<file path="src/include/flash_mode_consts.vh">
`ifndef FLASH_MODE_CONSTS_VH
`define FLASH_MODE_CONSTS_VH

// Instruction opcodes seen on the single-line command phase.
`define OP_READ_SR1      8'h05
`define OP_READ_SR2      8'h35
`define OP_WRITE_STATUS  8'h01
`define OP_READ_BANK     8'h16
`define OP_WRITE_BANK    8'h17
`define OP_QUAD_IO_READ  8'heb

// Field positions and field values.
`define QE_BIT           1
`define BANK_4BYTE_BIT   7
`define MODE_HI_NIBBLE   4'ha
`define NIBBLE_ALL_ONES  4'hf

// Phase lengths in serial clocks, given as last count value; the reset pattern is a count of all-ones clocks.
`define BYTE_LAST        4'h7
`define TWO_BYTE_LAST    4'hf
`define ADDR3_LAST       4'h5
`define ADDR4_LAST       4'h7
`define MODE_LAST        4'h1
`define DUMMY_LAST       4'h3
`define RESET_PATTERN    4'h8

// Reset values.
`define SR1_RESET        8'h00
`define SR2_RESET        8'h00
`define BANK_RESET       8'h00

// Local register port offsets.
`define REG_SR1          2'h0
`define REG_SR2          2'h1
`define REG_BANK         2'h2
`define REG_STATE        2'h3

// Output enable patterns.
`define OE_NONE          4'h0
`define OE_SERIAL_OUT    4'h2
`define OE_QUAD          4'hf

`endif

</file>
<file path="src/rtl/pin_sync.v">
`timescale 1ns/1ps
// Two-flop synchroniser for pins that arrive from outside the core clock domain.
module pin_sync #(
  parameter WIDTH = 6
)
(
  input  wire             core_clk,
  input  wire             arst_n,
  input  wire [WIDTH-1:0] async_in,
  output reg  [WIDTH-1:0] sync_out
);

  reg [WIDTH-1:0] meta;

  // The first stage feeds only the second stage, so metastability never reaches logic.
  // Both stages reset high, the idle level of select and the pulled-up lines; the serial clock bit idles low, so it falls once after reset.
  always @(posedge core_clk or negedge arst_n)
  begin
    if (!arst_n)
    begin
      meta     <= {WIDTH{1'b1}};
      sync_out <= {WIDTH{1'b1}};
    end
    else
    begin
      meta     <= async_in;
      sync_out <= meta;
    end
  end

endmodule

</file>
<file path="src/rtl/serial_flash_mode_control.v">
`timescale 1ns/1ps
`include "flash_mode_consts.vh"
// Overview of operation
// [RL1] Hold and write-protect pins never disabled by quad enable.
// [RL2] Quad enable lives at status register 2 bit 1.
// [RL3] Opcode 05h returns status register 1.
// [RL4] Opcode 35h returns status register 2.
// [RL5] Write status 01h, second byte bit1 set, sets enable.
// [RL6] Same write with bit1 clear clears quad enable.
// [RL7] Mode byte upper nibble A enters continuous read.
// [RL8] Mode byte 00h leaves continuous mode after read.
// [RL9] Any non-A upper nibble leaves continuous mode.
// [RL10] Eight clocks of all ones force continuous exit.
// [RL11] No full quad command mode; opcodes always single-line.
// [RL12] Eight-bit volatile bank register, bit 7 selects 4-byte.
// [RL13] In 4-byte mode bank bits ignored, command supplies address.
// [RL14] Bank read 16h, write 17h with one byte.
// [RL15] Bank bits select 128 Mb segment in 3-byte mode.
// [RL16] Clearing bit 7 restores 3-byte addressing.
// [RL17] Bank register resets to zero.
module serial_flash_mode_control (
  input  wire        core_clk,
  input  wire        arst_n,
  input  wire        sck,
  input  wire        cs_n,
  input  wire [3:0]  quad_data_lines_in,
  output reg  [3:0]  quad_data_lines_out,
  output reg  [3:0]  quad_data_lines_oe,
  output reg         hold_asserted,
  output reg         wp_asserted,
  output reg         array_rd,
  output reg  [31:0] array_addr,
  input  wire [7:0]  array_rdata,
  input  wire [1:0]  reg_addr,
  input  wire [7:0]  reg_wdata,
  input  wire        reg_wr,
  input  wire        reg_rd,
  output reg  [7:0]  reg_rdata,
  output wire        quad_enable_bit,
  output wire        four_byte_mode,
  output reg         cont_read_mode
);

  localparam [3:0] ST_IDLE   = 4'h0;
  localparam [3:0] ST_CMD    = 4'h1;
  localparam [3:0] ST_RDREG  = 4'h2;
  localparam [3:0] ST_WRSR   = 4'h3;
  localparam [3:0] ST_WRBANK = 4'h4;
  localparam [3:0] ST_QADDR  = 4'h5;
  localparam [3:0] ST_QMODE  = 4'h6;
  localparam [3:0] ST_QDUMMY = 4'h7;
  localparam [3:0] ST_QDATA  = 4'h8;
  localparam [3:0] ST_IGNORE = 4'h9;

  wire [5:0]  pins_sync;
  wire        sck_s;
  wire        cs_s;
  wire [3:0]  dq_s;
  reg         sck_d;
  reg         cs_d;
  reg  [3:0]  state;
  reg  [3:0]  cnt;
  reg  [3:0]  ones_cnt;
  reg  [31:0] shift_in;
  reg  [7:0]  out_byte;
  reg  [31:0] rd_addr;
  reg         nib_low;
  reg         mode_keep;
  reg         mode_valid;
  reg  [7:0]  sr1;
  reg  [7:0]  sr2;
  reg  [7:0]  bank;
  wire        quad_phase;
  wire        sck_rise;
  wire        sck_fall;
  wire [7:0]  next_byte;
  wire [31:0] next_addr;
  wire [3:0]  addr_last;
  wire [3:0]  next_ones;

  // Applies the bank register to a raw address from the command.
  function [31:0] eff_addr;
    input [31:0] raw;
    input [7:0]  bank_reg;
    begin
      if (bank_reg[`BANK_4BYTE_BIT])
        eff_addr = raw; // [RL13]
      else
        eff_addr = {1'b0, bank_reg[6:0], raw[23:0]}; // [RL15] [RL16]
    end
  endfunction

  // All link pins, including the serial clock, pass two flops before use.
  pin_sync #(
    .WIDTH (6)
  ) u_pin_sync (
    .core_clk (core_clk),
    .arst_n   (arst_n),
    .async_in ({cs_n, sck, quad_data_lines_in}),
    .sync_out (pins_sync)
  );

  assign cs_s  = pins_sync[5];
  assign sck_s = pins_sync[4];
  assign dq_s  = pins_sync[3:0];

  // Clock edges count only inside a frame and while hold is not pausing the link.
  assign quad_phase = (state == ST_QADDR) || (state == ST_QMODE) || (state == ST_QDUMMY) || (state == ST_QDATA);
  assign sck_rise   = sck_s & ~sck_d & ~cs_s & ~hold_asserted;
  assign sck_fall   = ~sck_s & sck_d & ~cs_s & ~hold_asserted;
  assign next_byte  = {shift_in[6:0], dq_s[0]};
  assign next_addr  = {shift_in[27:0], dq_s};
  assign addr_last  = bank[`BANK_4BYTE_BIT] ? `ADDR4_LAST : `ADDR3_LAST;
  assign next_ones  = (dq_s == `NIBBLE_ALL_ONES) ? ones_cnt + 4'h1 : 4'h0;

  assign quad_enable_bit = sr2[`QE_BIT]; // [RL2]
  assign four_byte_mode  = bank[`BANK_4BYTE_BIT]; // [RL12]

  // Hold follows its pin while selected, and write protect follows its pin, whenever the lines are not carrying quad data.
  // Quad enable plays no part here, so those pin functions can never be switched off.
  always @(posedge core_clk or negedge arst_n)
  begin
    if (!arst_n)
    begin
      hold_asserted <= 1'b0;
      wp_asserted   <= 1'b0;
    end
    else
    begin
      hold_asserted <= ~quad_phase & ~cs_s & ~dq_s[3]; // [RL1]
      wp_asserted   <= ~quad_phase & ~dq_s[2]; // [RL1]
    end
  end

  // Local register port; read data stand only in the cycle after the strobe.
  always @(posedge core_clk or negedge arst_n)
  begin
    if (!arst_n)
      reg_rdata <= 8'h00;
    else if (reg_rd)
    begin
      case (reg_addr)
        `REG_SR1:  reg_rdata <= sr1;
        `REG_SR2:  reg_rdata <= sr2;
        `REG_BANK: reg_rdata <= bank;
        default:   reg_rdata <= {5'h00, cont_read_mode, bank[`BANK_4BYTE_BIT], sr2[`QE_BIT]};
      endcase
    end
    else
      reg_rdata <= 8'h00;
  end

  // Frame sequencer and register writes from both the link and the local port.
  // Link writes come later in the process, so they win if both land in one cycle.
  always @(posedge core_clk or negedge arst_n)
  begin
    if (!arst_n)
    begin
      sck_d               <= 1'b0;
      cs_d                <= 1'b1;
      state               <= ST_IDLE;
      cnt                 <= 4'h0;
      ones_cnt            <= 4'h0;
      shift_in            <= 32'h0000_0000;
      out_byte            <= 8'h00;
      rd_addr             <= 32'h0000_0000;
      nib_low             <= 1'b0;
      mode_keep           <= 1'b0;
      mode_valid          <= 1'b0;
      cont_read_mode      <= 1'b0;
      sr1                 <= `SR1_RESET;
      sr2                 <= `SR2_RESET;
      bank                <= `BANK_RESET; // [RL17]
      array_rd            <= 1'b0;
      array_addr          <= 32'h0000_0000;
      quad_data_lines_out <= 4'h0;
      quad_data_lines_oe  <= `OE_NONE;
    end
    else
    begin
      sck_d    <= sck_s;
      cs_d     <= cs_s;
      array_rd <= 1'b0;
      if (reg_wr)
      begin
        case (reg_addr)
          `REG_SR1:  sr1 <= reg_wdata;
          `REG_SR2:  sr2 <= reg_wdata;
          `REG_BANK: bank <= reg_wdata;
          default:   sr1 <= sr1;
        endcase
      end
      if (cs_s && !cs_d)
      begin
        // The mode byte of a finished read decides the next frame's form.
        state              <= ST_IDLE;
        quad_data_lines_oe <= `OE_NONE;
        if (mode_valid)
          cont_read_mode <= mode_keep; // [RL8] [RL9]
      end
      else if (!cs_s && cs_d)
      begin
        // A continuous read frame starts straight at the address.
        state      <= cont_read_mode ? ST_QADDR : ST_CMD;
        cnt        <= 4'h0;
        ones_cnt   <= 4'h0;
        shift_in   <= 32'h0000_0000;
        mode_valid <= 1'b0;
        nib_low    <= 1'b0;
      end
      else if (sck_rise)
      begin
        case (state)
          ST_CMD:
          begin
            // Opcodes are only ever taken one bit per clock on line 0.
            shift_in <= {24'h00_0000, next_byte}; // [RL11]
            cnt      <= cnt + 4'h1;
            if (cnt == `BYTE_LAST)
            begin
              cnt <= 4'h0;
              case (next_byte)
                `OP_READ_SR1:
                begin
                  out_byte <= sr1; // [RL3]
                  state    <= ST_RDREG;
                end
                `OP_READ_SR2:
                begin
                  out_byte <= sr2; // [RL4]
                  state    <= ST_RDREG;
                end
                `OP_READ_BANK:
                begin
                  out_byte <= bank; // [RL14]
                  state    <= ST_RDREG;
                end
                `OP_WRITE_STATUS: state <= ST_WRSR;
                `OP_WRITE_BANK:   state <= ST_WRBANK;
                `OP_QUAD_IO_READ: state <= sr2[`QE_BIT] ? ST_QADDR : ST_IGNORE; // [RL7]
                default:          state <= ST_IGNORE;
              endcase
            end
          end
          ST_WRSR:
          begin
            shift_in <= {24'h00_0000, next_byte};
            cnt      <= cnt + 4'h1;
            if (cnt == `BYTE_LAST)
              sr1 <= next_byte;
            if (cnt == `TWO_BYTE_LAST)
            begin
              sr2   <= next_byte; // [RL5] [RL6]
              state <= ST_IGNORE;
            end
          end
          ST_WRBANK:
          begin
            shift_in <= {24'h00_0000, next_byte};
            cnt      <= cnt + 4'h1;
            if (cnt == `BYTE_LAST)
            begin
              bank  <= next_byte; // [RL14] [RL12] [RL16]
              state <= ST_IGNORE;
            end
          end
          ST_QADDR:
          begin
            shift_in <= next_addr;
            ones_cnt <= next_ones;
            cnt      <= cnt + 4'h1;
            if (cont_read_mode && next_ones == `RESET_PATTERN)
            begin
              // The exit is applied at the end of the frame, so the mode never changes mid-frame.
              mode_keep  <= 1'b0; // [RL10]
              mode_valid <= 1'b1;
              state      <= ST_IGNORE;
            end
            else if (cnt == addr_last)
            begin
              rd_addr <= next_addr;
              cnt     <= 4'h0;
              state   <= ST_QMODE;
            end
          end
          ST_QMODE:
          begin
            shift_in <= next_addr;
            ones_cnt <= next_ones;
            cnt      <= cnt + 4'h1;
            if (cont_read_mode && next_ones == `RESET_PATTERN)
            begin
              mode_keep  <= 1'b0; // [RL10]
              mode_valid <= 1'b1;
              state      <= ST_IGNORE;
            end
            else if (cnt == `MODE_LAST)
            begin
              // Only an upper nibble of A keeps the next frame opcode-free.
              mode_keep  <= (next_addr[7:4] == `MODE_HI_NIBBLE); // [RL7] [RL8] [RL9]
              mode_valid <= 1'b1;
              cnt        <= 4'h0;
              state      <= ST_QDUMMY;
            end
          end
          ST_QDUMMY:
          begin
            cnt <= cnt + 4'h1;
            if (cnt == `DUMMY_LAST)
            begin
              array_rd   <= 1'b1;
              array_addr <= eff_addr(rd_addr, bank); // [RL13] [RL15]
              state      <= ST_QDATA;
            end
          end
          default:
            state <= state;
        endcase
      end
      else if (sck_fall)
      begin
        case (state)
          ST_RDREG:
          begin
            // The register byte repeats for as long as the host keeps clocking.
            quad_data_lines_out <= {2'b00, out_byte[7], 1'b0};
            quad_data_lines_oe  <= `OE_SERIAL_OUT;
            out_byte            <= {out_byte[6:0], out_byte[7]};
          end
          ST_QDATA:
          begin
            // The next byte is fetched after the low nibble leaves, well before it is needed.
            quad_data_lines_oe  <= `OE_QUAD;
            quad_data_lines_out <= nib_low ? array_rdata[3:0] : array_rdata[7:4];
            nib_low             <= ~nib_low;
            if (nib_low)
            begin
              rd_addr    <= rd_addr + 32'h0000_0001;
              array_rd   <= 1'b1;
              array_addr <= eff_addr(rd_addr + 32'h0000_0001, bank);
            end
          end
          default:
            quad_data_lines_oe <= `OE_NONE;
        endcase
      end
    end
  end

endmodule

</file>
<file path="config.mk">
export PLATFORM = sky130hd
export DESIGN_NAME = serial_flash_mode_control
export DESIGN_NICKNAME = d
export VERILOG_FILES = /design/src/rtl/pin_sync.v /design/src/rtl/serial_flash_mode_control.v
export VERILOG_INCLUDE_DIRS = /design/src /design/src/include
export SDC_FILE = /design/constraint.sdc
export NUM_CORES = 1
export LEC_CHECK = 0
export BUFFER_PORTS_ARGS = -buffer_cell sky130_fd_sc_hd__buf_2
export CORE_AREA = 2 2 195 197
export CTS_BUF_LIST = sky130_fd_sc_hd__clkbuf_4
export CTS_CLUSTER_SIZE = 10
export DETAILED_ROUTE_END_ITERATION = 8
export DIE_AREA = 0 0 197 199
export PLACE_DENSITY = 0.4
export SLEW_MARGIN = 20
export SYNTH_ARGS = -nofsm -noshare
export SYNTH_HDL_FRONTEND = slang
export SYNTH_SLANG_ARGS = --single-unit
</file>
<file path="constraint.sdc">
create_clock -name core_clk -period 3.8 [get_ports core_clk]
set_input_delay 0.95 -clock core_clk [delete_from_list [all_inputs] [get_ports core_clk]]
set_output_delay 0.95 -clock core_clk [all_outputs]
set_load 0.02 [all_outputs]
</file>
==> reports/summary.log, run 1 <==
[placement] count of buffers inserted at the top-level ports 81
[yosys] EDFF count, synth 0
[worst_setup_path] startpoint types register
[power] worst supply voltage drop on vdd 0.209 mV
[yosys] Yosys reg bits 171
[die] Site Rows 71
[cts] TritonCTS clock tree done
[cts] H-tree lvl count 4
[drt] TritonRoute pass-1 iters 5
[cts] quantity of gates resized following cts 0
[yosys] post-synth cell types 69
[yosys] dominant synthesized flop cell dfrtp_1
[worst_setup_path] arrival time worst endpoint 3.32 ns
[power] P_leak 4.41 nW
[die] die area 39200 µm²
[die] Die X 197 µm
[sta] skew final 0.0241 ns
[cts] CTS Hold Buffers Added 0
[final_layout] fraction of final layout cells sized beyond drive strength 1 17.0%
[sta] headroom to the max-slew limit 48.0%
[sta] final critical-path required period 2.84 ns
[yosys] Yosys warning total 0
[placement] routability-driven placement congestion ratio 0.830
[global_routing] largest net degree at the start of global routing 75
[final_layout] net total in the final layout 1100
[final_layout] largest registers array_addr: 32 flops, rd_addr: 32 flops, shift_in: 28 flops
[placement] detailed-placement wirelength estimate 19400 µm
[yosys] top cells by area, synth dfrtp_1 43%, nand2_1 7.0%, o21ai_0 5.7%, mux2i_1 4.8%, a21oi_1 4.6%
[yosys] netlist area before placement 9180 µm²
[worst_setup_path] Max stage delay cell, worst path nand4_1
[yosys] synthesized netlist net count 1056
[cts] register clock-pin slew on the reported worst setup and hold paths 0.16 ns
[worst_setup_path] Worst Setup End Kind register
[worst_setup_path] Cell Chain, Critical Path inv_1 > ha_1 > buf_4 > nor3_1 > nand4_1 > nor2_1 > a21oi_1
[yosys] Synth Area per Inst 8.99 µm²
[die] I/O pin count 82
[yosys] top-count cell post-synth nand2_1
[drt] detailed-route wire length per cell 17.6 µm
[cts] setup bufs post-CTS 0
[global_routing] first-pass GRT wire length 43900 µm
[global_routing] total global-route track usage 14.5%
[cts] Skew-Pair Late Insertion Delay 0.62 ns
[yosys] fraction of registers with async set or reset after synthesis 100%
[worst_setup_path] CP required 4.28 ns
[worst_setup_path] maximum single-stage delay on the critical path 0.70 ns
[sta] final worst-path cycle share 74.6%
[sta] total negative slack for setup checks 0 ns
[sta] Final Slew Violations 0
[worst_setup_path] critical path fanouts, max 22
[yosys] synth cell count leaders 171 x nand2_1, 158 x dfrtp_1, 105 x o21ai_0
[drt] number of vias after detailed routing 7520
[power] total power 0.00463 W
[drt] Iter 0 DRT Violations 507
[drt] detailed-route vias per instance 4.84
[min_path] path class of the lowest-slack min-delay path in -> async
[yosys] fraction of post-synthesis cell area in the top cell type by area 43.1%
[cts] number of clock sinks 171
[drt] drt drc 0
[die] total core area 37100 µm²
[run_status] result of the run finished clean
[drt] Detail Route Antenna Nets 0
[worst_setup_path] critical path type reg -> reg
[cts] CTS buffer count 17
[power] power density cells 447 nW/µm²
[global_routing] via count of the first global-routing pass 7516
[sta] highest attainable clock frequency 353 MHz
[yosys] most area-hungry cell type in the Yosys netlist dfrtp_1
[final_layout] area delta synth->final 12.8%
[drt] routed wire length 27300 µm
[cts] maximum number of buffers from clock root to sink 2
[global_routing] global route overflow 0
[run] max_cap viols 0
[sta] number of hold-slack violations in the final timing report 0
[sta] final setup vio count 0
[cts] clk root buf clkbuf_4
[die] die span in y 199 µm
[global_routing] number of antenna violations at the first check in global routing 1
[die] effective utilization at floorplan 24.7%
[sta] Slew @ Worst Pin 0.778 ns
[yosys] post-synthesis instance total 1021
[yosys] sequential area share after synthesis 46.8%
[sta] unrepaired setup endpoints after global routing false
## critical path, delay by kind of cell (launching register included)
kind	cells	cell delay, ns
buf+inv	2	0.33
fa+ha+maj	1	0.25
compound gates	1	0.06
simple gates	3	1.42
flops	1	0.66
## cells by family (layout without fill, tap and decap cells)
group	after synthesis	count (layout)	share of synthesized area (%)
multiplexers	59	59	7.00
other	0	2	0
XOR/XNOR	34	34	3.24
AO/OA/AOI/OAI	285	285	18.2
AND/OR/NAND/NOR	371	371	19.4
flip-flops	171	171	46.8
buffers and inverters	94	151	4.44
adder cells (fa/ha/maj)	7	7	0.954
## report_power, final
| part | switching, W | internal, W | total (W) |
|---|---|---|---|
| registers | 0.000362 | 0.00201 | 0.00238 |
| clock network | 0.000685 | 0.000542 | 0.00123 |
| logic | 0.000608 | 0.000415 | 0.00102 |
| total | 0.00165 | 0.00297 | 0.00463 |
## per-layer routing
layer,global-route usage (%),wire [µm],part of all wire [%],vias up
li1,-,-,-,3710
met1,20.6,13700,50,3633
met2,22.0,12100,44,146
met3,2.71,989,3.6,31
met4,5.15,560,2.1,0
met5,0,0,0,-
## area by class of cell
class                   instances  area, µm²
diodes                          2       5.00
clock buffers                  20        150
clock inverters                12        170
fillers                      4051      26800
inverters                      20       75.1
multi-input cells             756       4500
flip-flops and latches        171       4300
well taps                     474        593
repair buffers                 99        572
## cell usage in the layout (no fill, tap or decap), types with 3 or more instances in the layout
cell       count
nor2_1        63
mux2_2        12
nor2b_1        8
nor3_1        15
or3_1          3
dfstp_2       13
xnor2_1       21
nand2b_1       9
dfrtp_1      158
clkbuf_4      20
nor4_1         3
inv_1         20
o22ai_1       20
a21oi_1       84
nand3_1       36
and2_1        11
nor3b_1        3
buf_2         80
a31oi_1       11
nand2_1      171
a22oi_1        9
mux2i_1       44
o21bai_1       3
nand4_1       14
and3_1         8
ha_1           7
buf_4         16
xor2_1        13
nor4b_1        4
o21ai_0      105
o211ai_1       6
o31ai_1       11
and4_1         3
mux4_2         3
bufinv_16      4
a21oi_2       10
## through the flow
stage	area [µm²]	cells	util, %	hold WS, ns	worst slack (ns)
after floorplan	9180	1021	-	0.345	1.48
after global placement	10000	1520	27.0	0.346	0.973
after detailed placement	10000	1520	27.0	0.347	0.954
after CTS	10400	1552	27.9	0.278	0.940
after global routing	10400	1554	27.9	0.301	0.655
final	10400	1554	27.9	0.309	0.964
## worst paths after layout
| kind | depth (start not counted) | start | slack [ns] | to |
|---|---|---|---|---|
| max | 7 | u_pin_sync.sync_out[5]$_DFF_PN1_ | 0.96 | sr2[2]$_DFF_PN0_ |
| min | 1 | arst_n | 0.31 | cnt[2]$_DFFE_PN0P_ |
| max reg2reg | 7 | u_pin_sync.sync_out[5]$_DFF_PN1_ | 0.96 | sr2[2]$_DFF_PN0_ |
| min reg2reg | 0 | u_pin_sync.meta[0]$_DFF_PN1_ | 0.36 | u_pin_sync.sync_out[0]$_DFF_PN1_ |
| max in group asynchronous | 2 | arst_n | 2.77 | u_pin_sync.meta[4]$_DFF_PN1_ |
| min in group core_clk | 0 | u_pin_sync.meta[0]$_DFF_PN1_ | 0.36 | u_pin_sync.sync_out[0]$_DFF_PN1_ |
Power figures use the tool's default switching activity.
==> run 2: changes to the inputs <==
ABC_AREA = 1   (was unset)
CORE_AREA = 2 2 198 200   (was 2 2 195 197)
DIE_AREA = 0 0 200 202   (was 0 0 197 199)
clock period = 2.65 ns   (was 3.8 ns; I/O delays follow)
==> reports/summary.log, run 2 <==
[power] Sw Share 42.4% [+6.7 points]
[worst_setup_path] critical path fanouts, max 23 [+4.5%]
[power] clock network fraction of total power 20.9% [-5.6 points]
[power] P_leak 5.00 nW [+13%]
[die] total core area 38300 µm² [+3.1%]
[worst_setup_path] CP bufs+invs 3 [+1]
[final_layout] most common library cell in the layout ignoring fill and taps nand2_1
[yosys] sequential area share after synthesis 45.4% [-1.3 points]
[final_layout] leading cell types in the layout, fill and taps excluded 326 x nand2_1, 158 x dfrtp_1, 129 x inv_1
[yosys] Yosys reg bits 171 [unchanged]
[power] power share of the combinational group 34.1% [+12 points]
[final_layout] filler cell count in the final layout 4260 [+5.2%]
[power] net switching power 0.00328 W [+98%]
[worst_setup_path] CP required 3.16 ns [-1.12 ns]
[yosys] multiplexer share of the synthesized area 0.318% [-6.7 points]
[worst_setup_path] register-to-register path setup slack 0.26 ns [-0.71 ns]
[worst_setup_path] critical path type reg -> reg
[cts] clk root buf clkbuf_4
[worst_setup_path] Max stage delay cell, worst path dfstp_2
[die] Die X 200 µm [+1.5%]
[die] die span in y 202 µm [+1.5%]
[global_routing] first-pass GRT wire length 50100 µm [+14%]
[yosys] simple logic cell fraction of the synthesized area 26.8% [+7.4 points]
[sta] highest attainable clock frequency 418 MHz [+18%]
[yosys] EDFF count, synth 0 [unchanged]
[yosys] netlist area before placement 9450 µm² [+3.0%]
[die] effective utilization at floorplan 24.7% [-0.033 points]
[final_layout] fraction of final layout cells sized beyond drive strength 1 14.2% [-2.8 points]
[sta] final critical-path required period 2.39 ns [-0.442 ns]
[cts] Skew-Pair Late Insertion Delay 0.63 ns [about the same]
[yosys] fraction of post-synthesis cell area in the top cell type by area 41.8% [-1.2 points]
[yosys] most area-hungry cell type in the Yosys netlist dfrtp_1
[final_layout] net total in the final layout 1373 [+25%]
[yosys] dominant synthesized flop cell dfrtp_1
[drt] routed wire length 31700 µm [+16%]
[drt] Detail Route Antenna Nets 0 [unchanged]
[sta] skew final 0.0298 ns [+0.00572 ns]
[yosys] post-synthesis xor/xnor area fraction 1.39% [-1.9 points]
[worst_setup_path] capture point of the worst path array_addr[6]$_DFFE_PN0P_
[global_routing] global route overflow 0 [unchanged]
[worst_setup_path] startpoint types register
[yosys] top cells by area, synth dfrtp_1 42%, nand2_1 13%, o21ai_0 5.5%, inv_1 5.1%, nor2_1 4.5%
[power] worst supply voltage drop on vdd 0.302 mV [+44%]
[placement] count of buffers inserted at the top-level ports 81 [unchanged]
[worst_setup_path] capture point of the worst reg-to-reg path array_addr[6]$_DFFE_PN0P_
[sta] unrepaired setup endpoints after global routing false
[power] internal power 0.00446 W [+50%]
[worst_setup_path] CP Depth 9 [+2]
[run] max_cap viols 0 [unchanged]
[yosys] Yosys warning total 0 [unchanged]
[cts] number of clock sinks 171 [unchanged]
[global_routing] largest net degree at the start of global routing 66 [-12%]
[yosys] synth cell count leaders 326 x nand2_1, 158 x dfrtp_1, 129 x inv_1
[final_layout] largest registers array_addr: 32 flops, rd_addr: 32 flops, shift_in: 28 flops
[power] sequential group share of total power 45.0% [-6.4 points]
[sta] final setup vio count 0 [unchanged]
[die] Site Rows 72 [+1.4%]
[cts] H-tree lvl count 4 [unchanged]
[cts] maximum number of buffers from clock root to sink 2 [unchanged]
[yosys] top-count cell post-synth nand2_1
[worst_setup_path] Setup crit start u_pin_sync.sync_out[5]$_DFF_PN1_
[yosys] Synth Area per Inst 7.47 µm² [-17%]
[cts] TritonCTS clock tree done
[power] power density cells 721 nW/µm² [+61%]
[sta] number of hold-slack violations in the final timing report 0 [unchanged]
[sta] final worst-path cycle share 90.4% [+16 points]
[cts] register clock-pin slew on the reported worst setup and hold paths 0.15 ns [about the same]
[global_routing] via count of the first global-routing pass 8602 [+14%]
[placement] routability-driven placement congestion ratio 0.854 [+2.9%]
[final_layout] area delta synth->final 13.6%
[worst_setup_path] count of cells along the worst register-to-register path 9 [+2]
[drt] number of vias after detailed routing 8602 [+14%]
[yosys] Synth Area in Compound Gates 16.4% [-1.8 points]
[worst_setup_path] Cell Chain, Critical Path inv_2 > ha_1 > nor2_2 > nand2_1 > inv_1 > nand3_2 > buf_4 > a211oi_1 > nor2_1
[yosys] main combinational cell family by area after synthesis simple AND/OR/NAND/NOR gates
[drt] detailed-route vias per instance 4.60 [-4.9%]
[sta] headroom to the max-slew limit 58.9% [+11 points]
[worst_setup_path] startpoint of the worst register-to-register path u_pin_sync.sync_out[5]$_DFF_PN1_
[yosys] adder-cell share of the synthesized area 0.926% [-0.028 points]
[yosys] synthesized netlist net count 1301 [+23%]
[min_path] path class of the lowest-slack min-delay path in -> reg
[drt] detailed-route wire length per cell 17.0 µm [-3.5%]
[min_path] critical hold path startpoint quad_data_lines_in[3]
[cts] setup bufs post-CTS 0 [unchanged]
[sta] Final Slew Violations 0 [unchanged]
[placement] count of placed standard cells including taps 1836 [+21%]
[yosys] fraction of registers with async set or reset after synthesis 100% [unchanged]
[placement] detailed-placement wirelength estimate 23200 µm [+20%]
[drt] drt drc 0 [unchanged]
[run_status] result of the run finished clean
[die] I/O pin count 82 [unchanged]
[worst_setup_path] maximum single-stage delay on the critical path 0.59 ns [-0.11 ns]
[drt] TritonRoute pass-1 iters 4 [-1]
[sta] Slew @ Worst Pin 0.615 ns [-0.163 ns]
[global_routing] total global-route track usage 16.3% [+1.8 points]
[drt] Iter 0 DRT Violations 691 [+36%]
[worst_setup_path] Worst Setup End Kind register
[sta] Hold Worst Slack 0.127 ns [-0.182 ns]
[yosys] post-synth cell types 46 [-33%]
[final_layout] final cell count without fillers 1870 [+20%]
[global_routing] number of antenna violations at the first check in global routing 2 [+1]
[die] die area 40400 µm² [+3.1%]
[cts] CTS buffer count 17 [unchanged]
[sta] total negative slack for setup checks 0 ns [unchanged]
[worst_setup_path] arrival time worst endpoint 2.91 ns [-0.41 ns]
[worst_setup_path] largest delay contributor family on the critical path simple AND/OR/NAND/NOR gates
[yosys] post-synthesis instance total 1266 [+24%]
## run 2: changes by cell type in the layout (fill, tap and decap cells not counted), sizes merged, moves of 12 or more
cell / delta
a21oi: -33
inv: +127
mux2: -12
mux2i: -41
nand2: +158
nand3: +37
nor2: +67
o21ai: +56
xnor2: -17
## run 2: worst min path at each step
stage / slack [ns] / end / cells past startpoint
CTS: 0.05 / u_pin_sync.meta[3]$_DFF_PN1_ / 1
finish: 0.13 / u_pin_sync.meta[3]$_DFF_PN1_ / 1
global placement: 0.35 / u_pin_sync.sync_out[4]$_DFF_PN1_ / 0
global route: 0.06 / u_pin_sync.meta[3]$_DFF_PN1_ / 1
floorplan: 0.35 / u_pin_sync.sync_out[0]$_DFF_PN1_ / 0
detailed placement: 0.35 / u_pin_sync.sync_out[4]$_DFF_PN1_ / 0
## run 2: power by group through the flow
stage          registers (W)  clock network, W  logic [W]
3_5_place_dp         0.00354                 0    0.00265
5_1_grt              0.00356           0.00180    0.00296
3_3_place_gp         0.00355                 0    0.00265
2_1_floorplan        0.00376                 0    0.00136
6_report             0.00348           0.00162    0.00264
4_1_cts              0.00350           0.00170    0.00266
## run 2: kinds of logic after synthesis
kind of cell               after synthesis
AOI/OAI and AO/OA                      284
xor gates and xnor gates                15
adders and majority gates                7
buffers and inverters                  197
DFF                                    171
muxes                                    3
and+or+nand+nor                        589
## run 2: area by class of cell
| class | count | area, µm² | area share, % |
|---|---|---|---|
| multi-input cells | 898 | 4330 | 40.3 |
| diodes | 1 | 2.50 | 0.0233 |
| well taps | 518 | 648 | 6.03 |
| inverters | 147 | 554 | 5.16 |
| clock inverters | 15 | 148 | 1.37 |
| flip-flops and latches | 171 | 4300 | 40.0 |
| repair buffers | 103 | 632 | 5.88 |
| clock buffers | 17 | 128 | 1.19 |
## run 2: per-stage QoR
| stage | utilization [%] | instance area [µm²] | setup slack [ns] | power, W |
|---|---|---|---|---|
| after floorplan | - | 9450 | 0.618 | 0.00512 |
| after global placement | 27.3 | 10500 | 0.325 | 0.00621 |
| after detailed placement | 27.3 | 10500 | 0.280 | 0.00620 |
| after CTS | 28.0 | 10700 | 0.240 | 0.00786 |
| after global routing | 28.1 | 10700 | 0.0150 | 0.00832 |
| final | 28.1 | 10700 | 0.256 | 0.00774 |
## run 2: layer usage
metal | vias up | global-route usage, % | part of all wire, %
met5 | - | 0 | 0
met4 | 0 | 4.07 | 1.2
met3 | 24 | 2.27 | 3.1
met2 | 151 | 25.9 | 46
met1 | 4121 | 23.2 | 50
li1 | 4306 | - | -
## run 2: repair_timing
action | CTS | global route
hold buffers | 1 | 0
gates resized for setup | 0 | 1
hold endpoints to repair | 25 | 0
setup endpoints to repair | 0 | 2
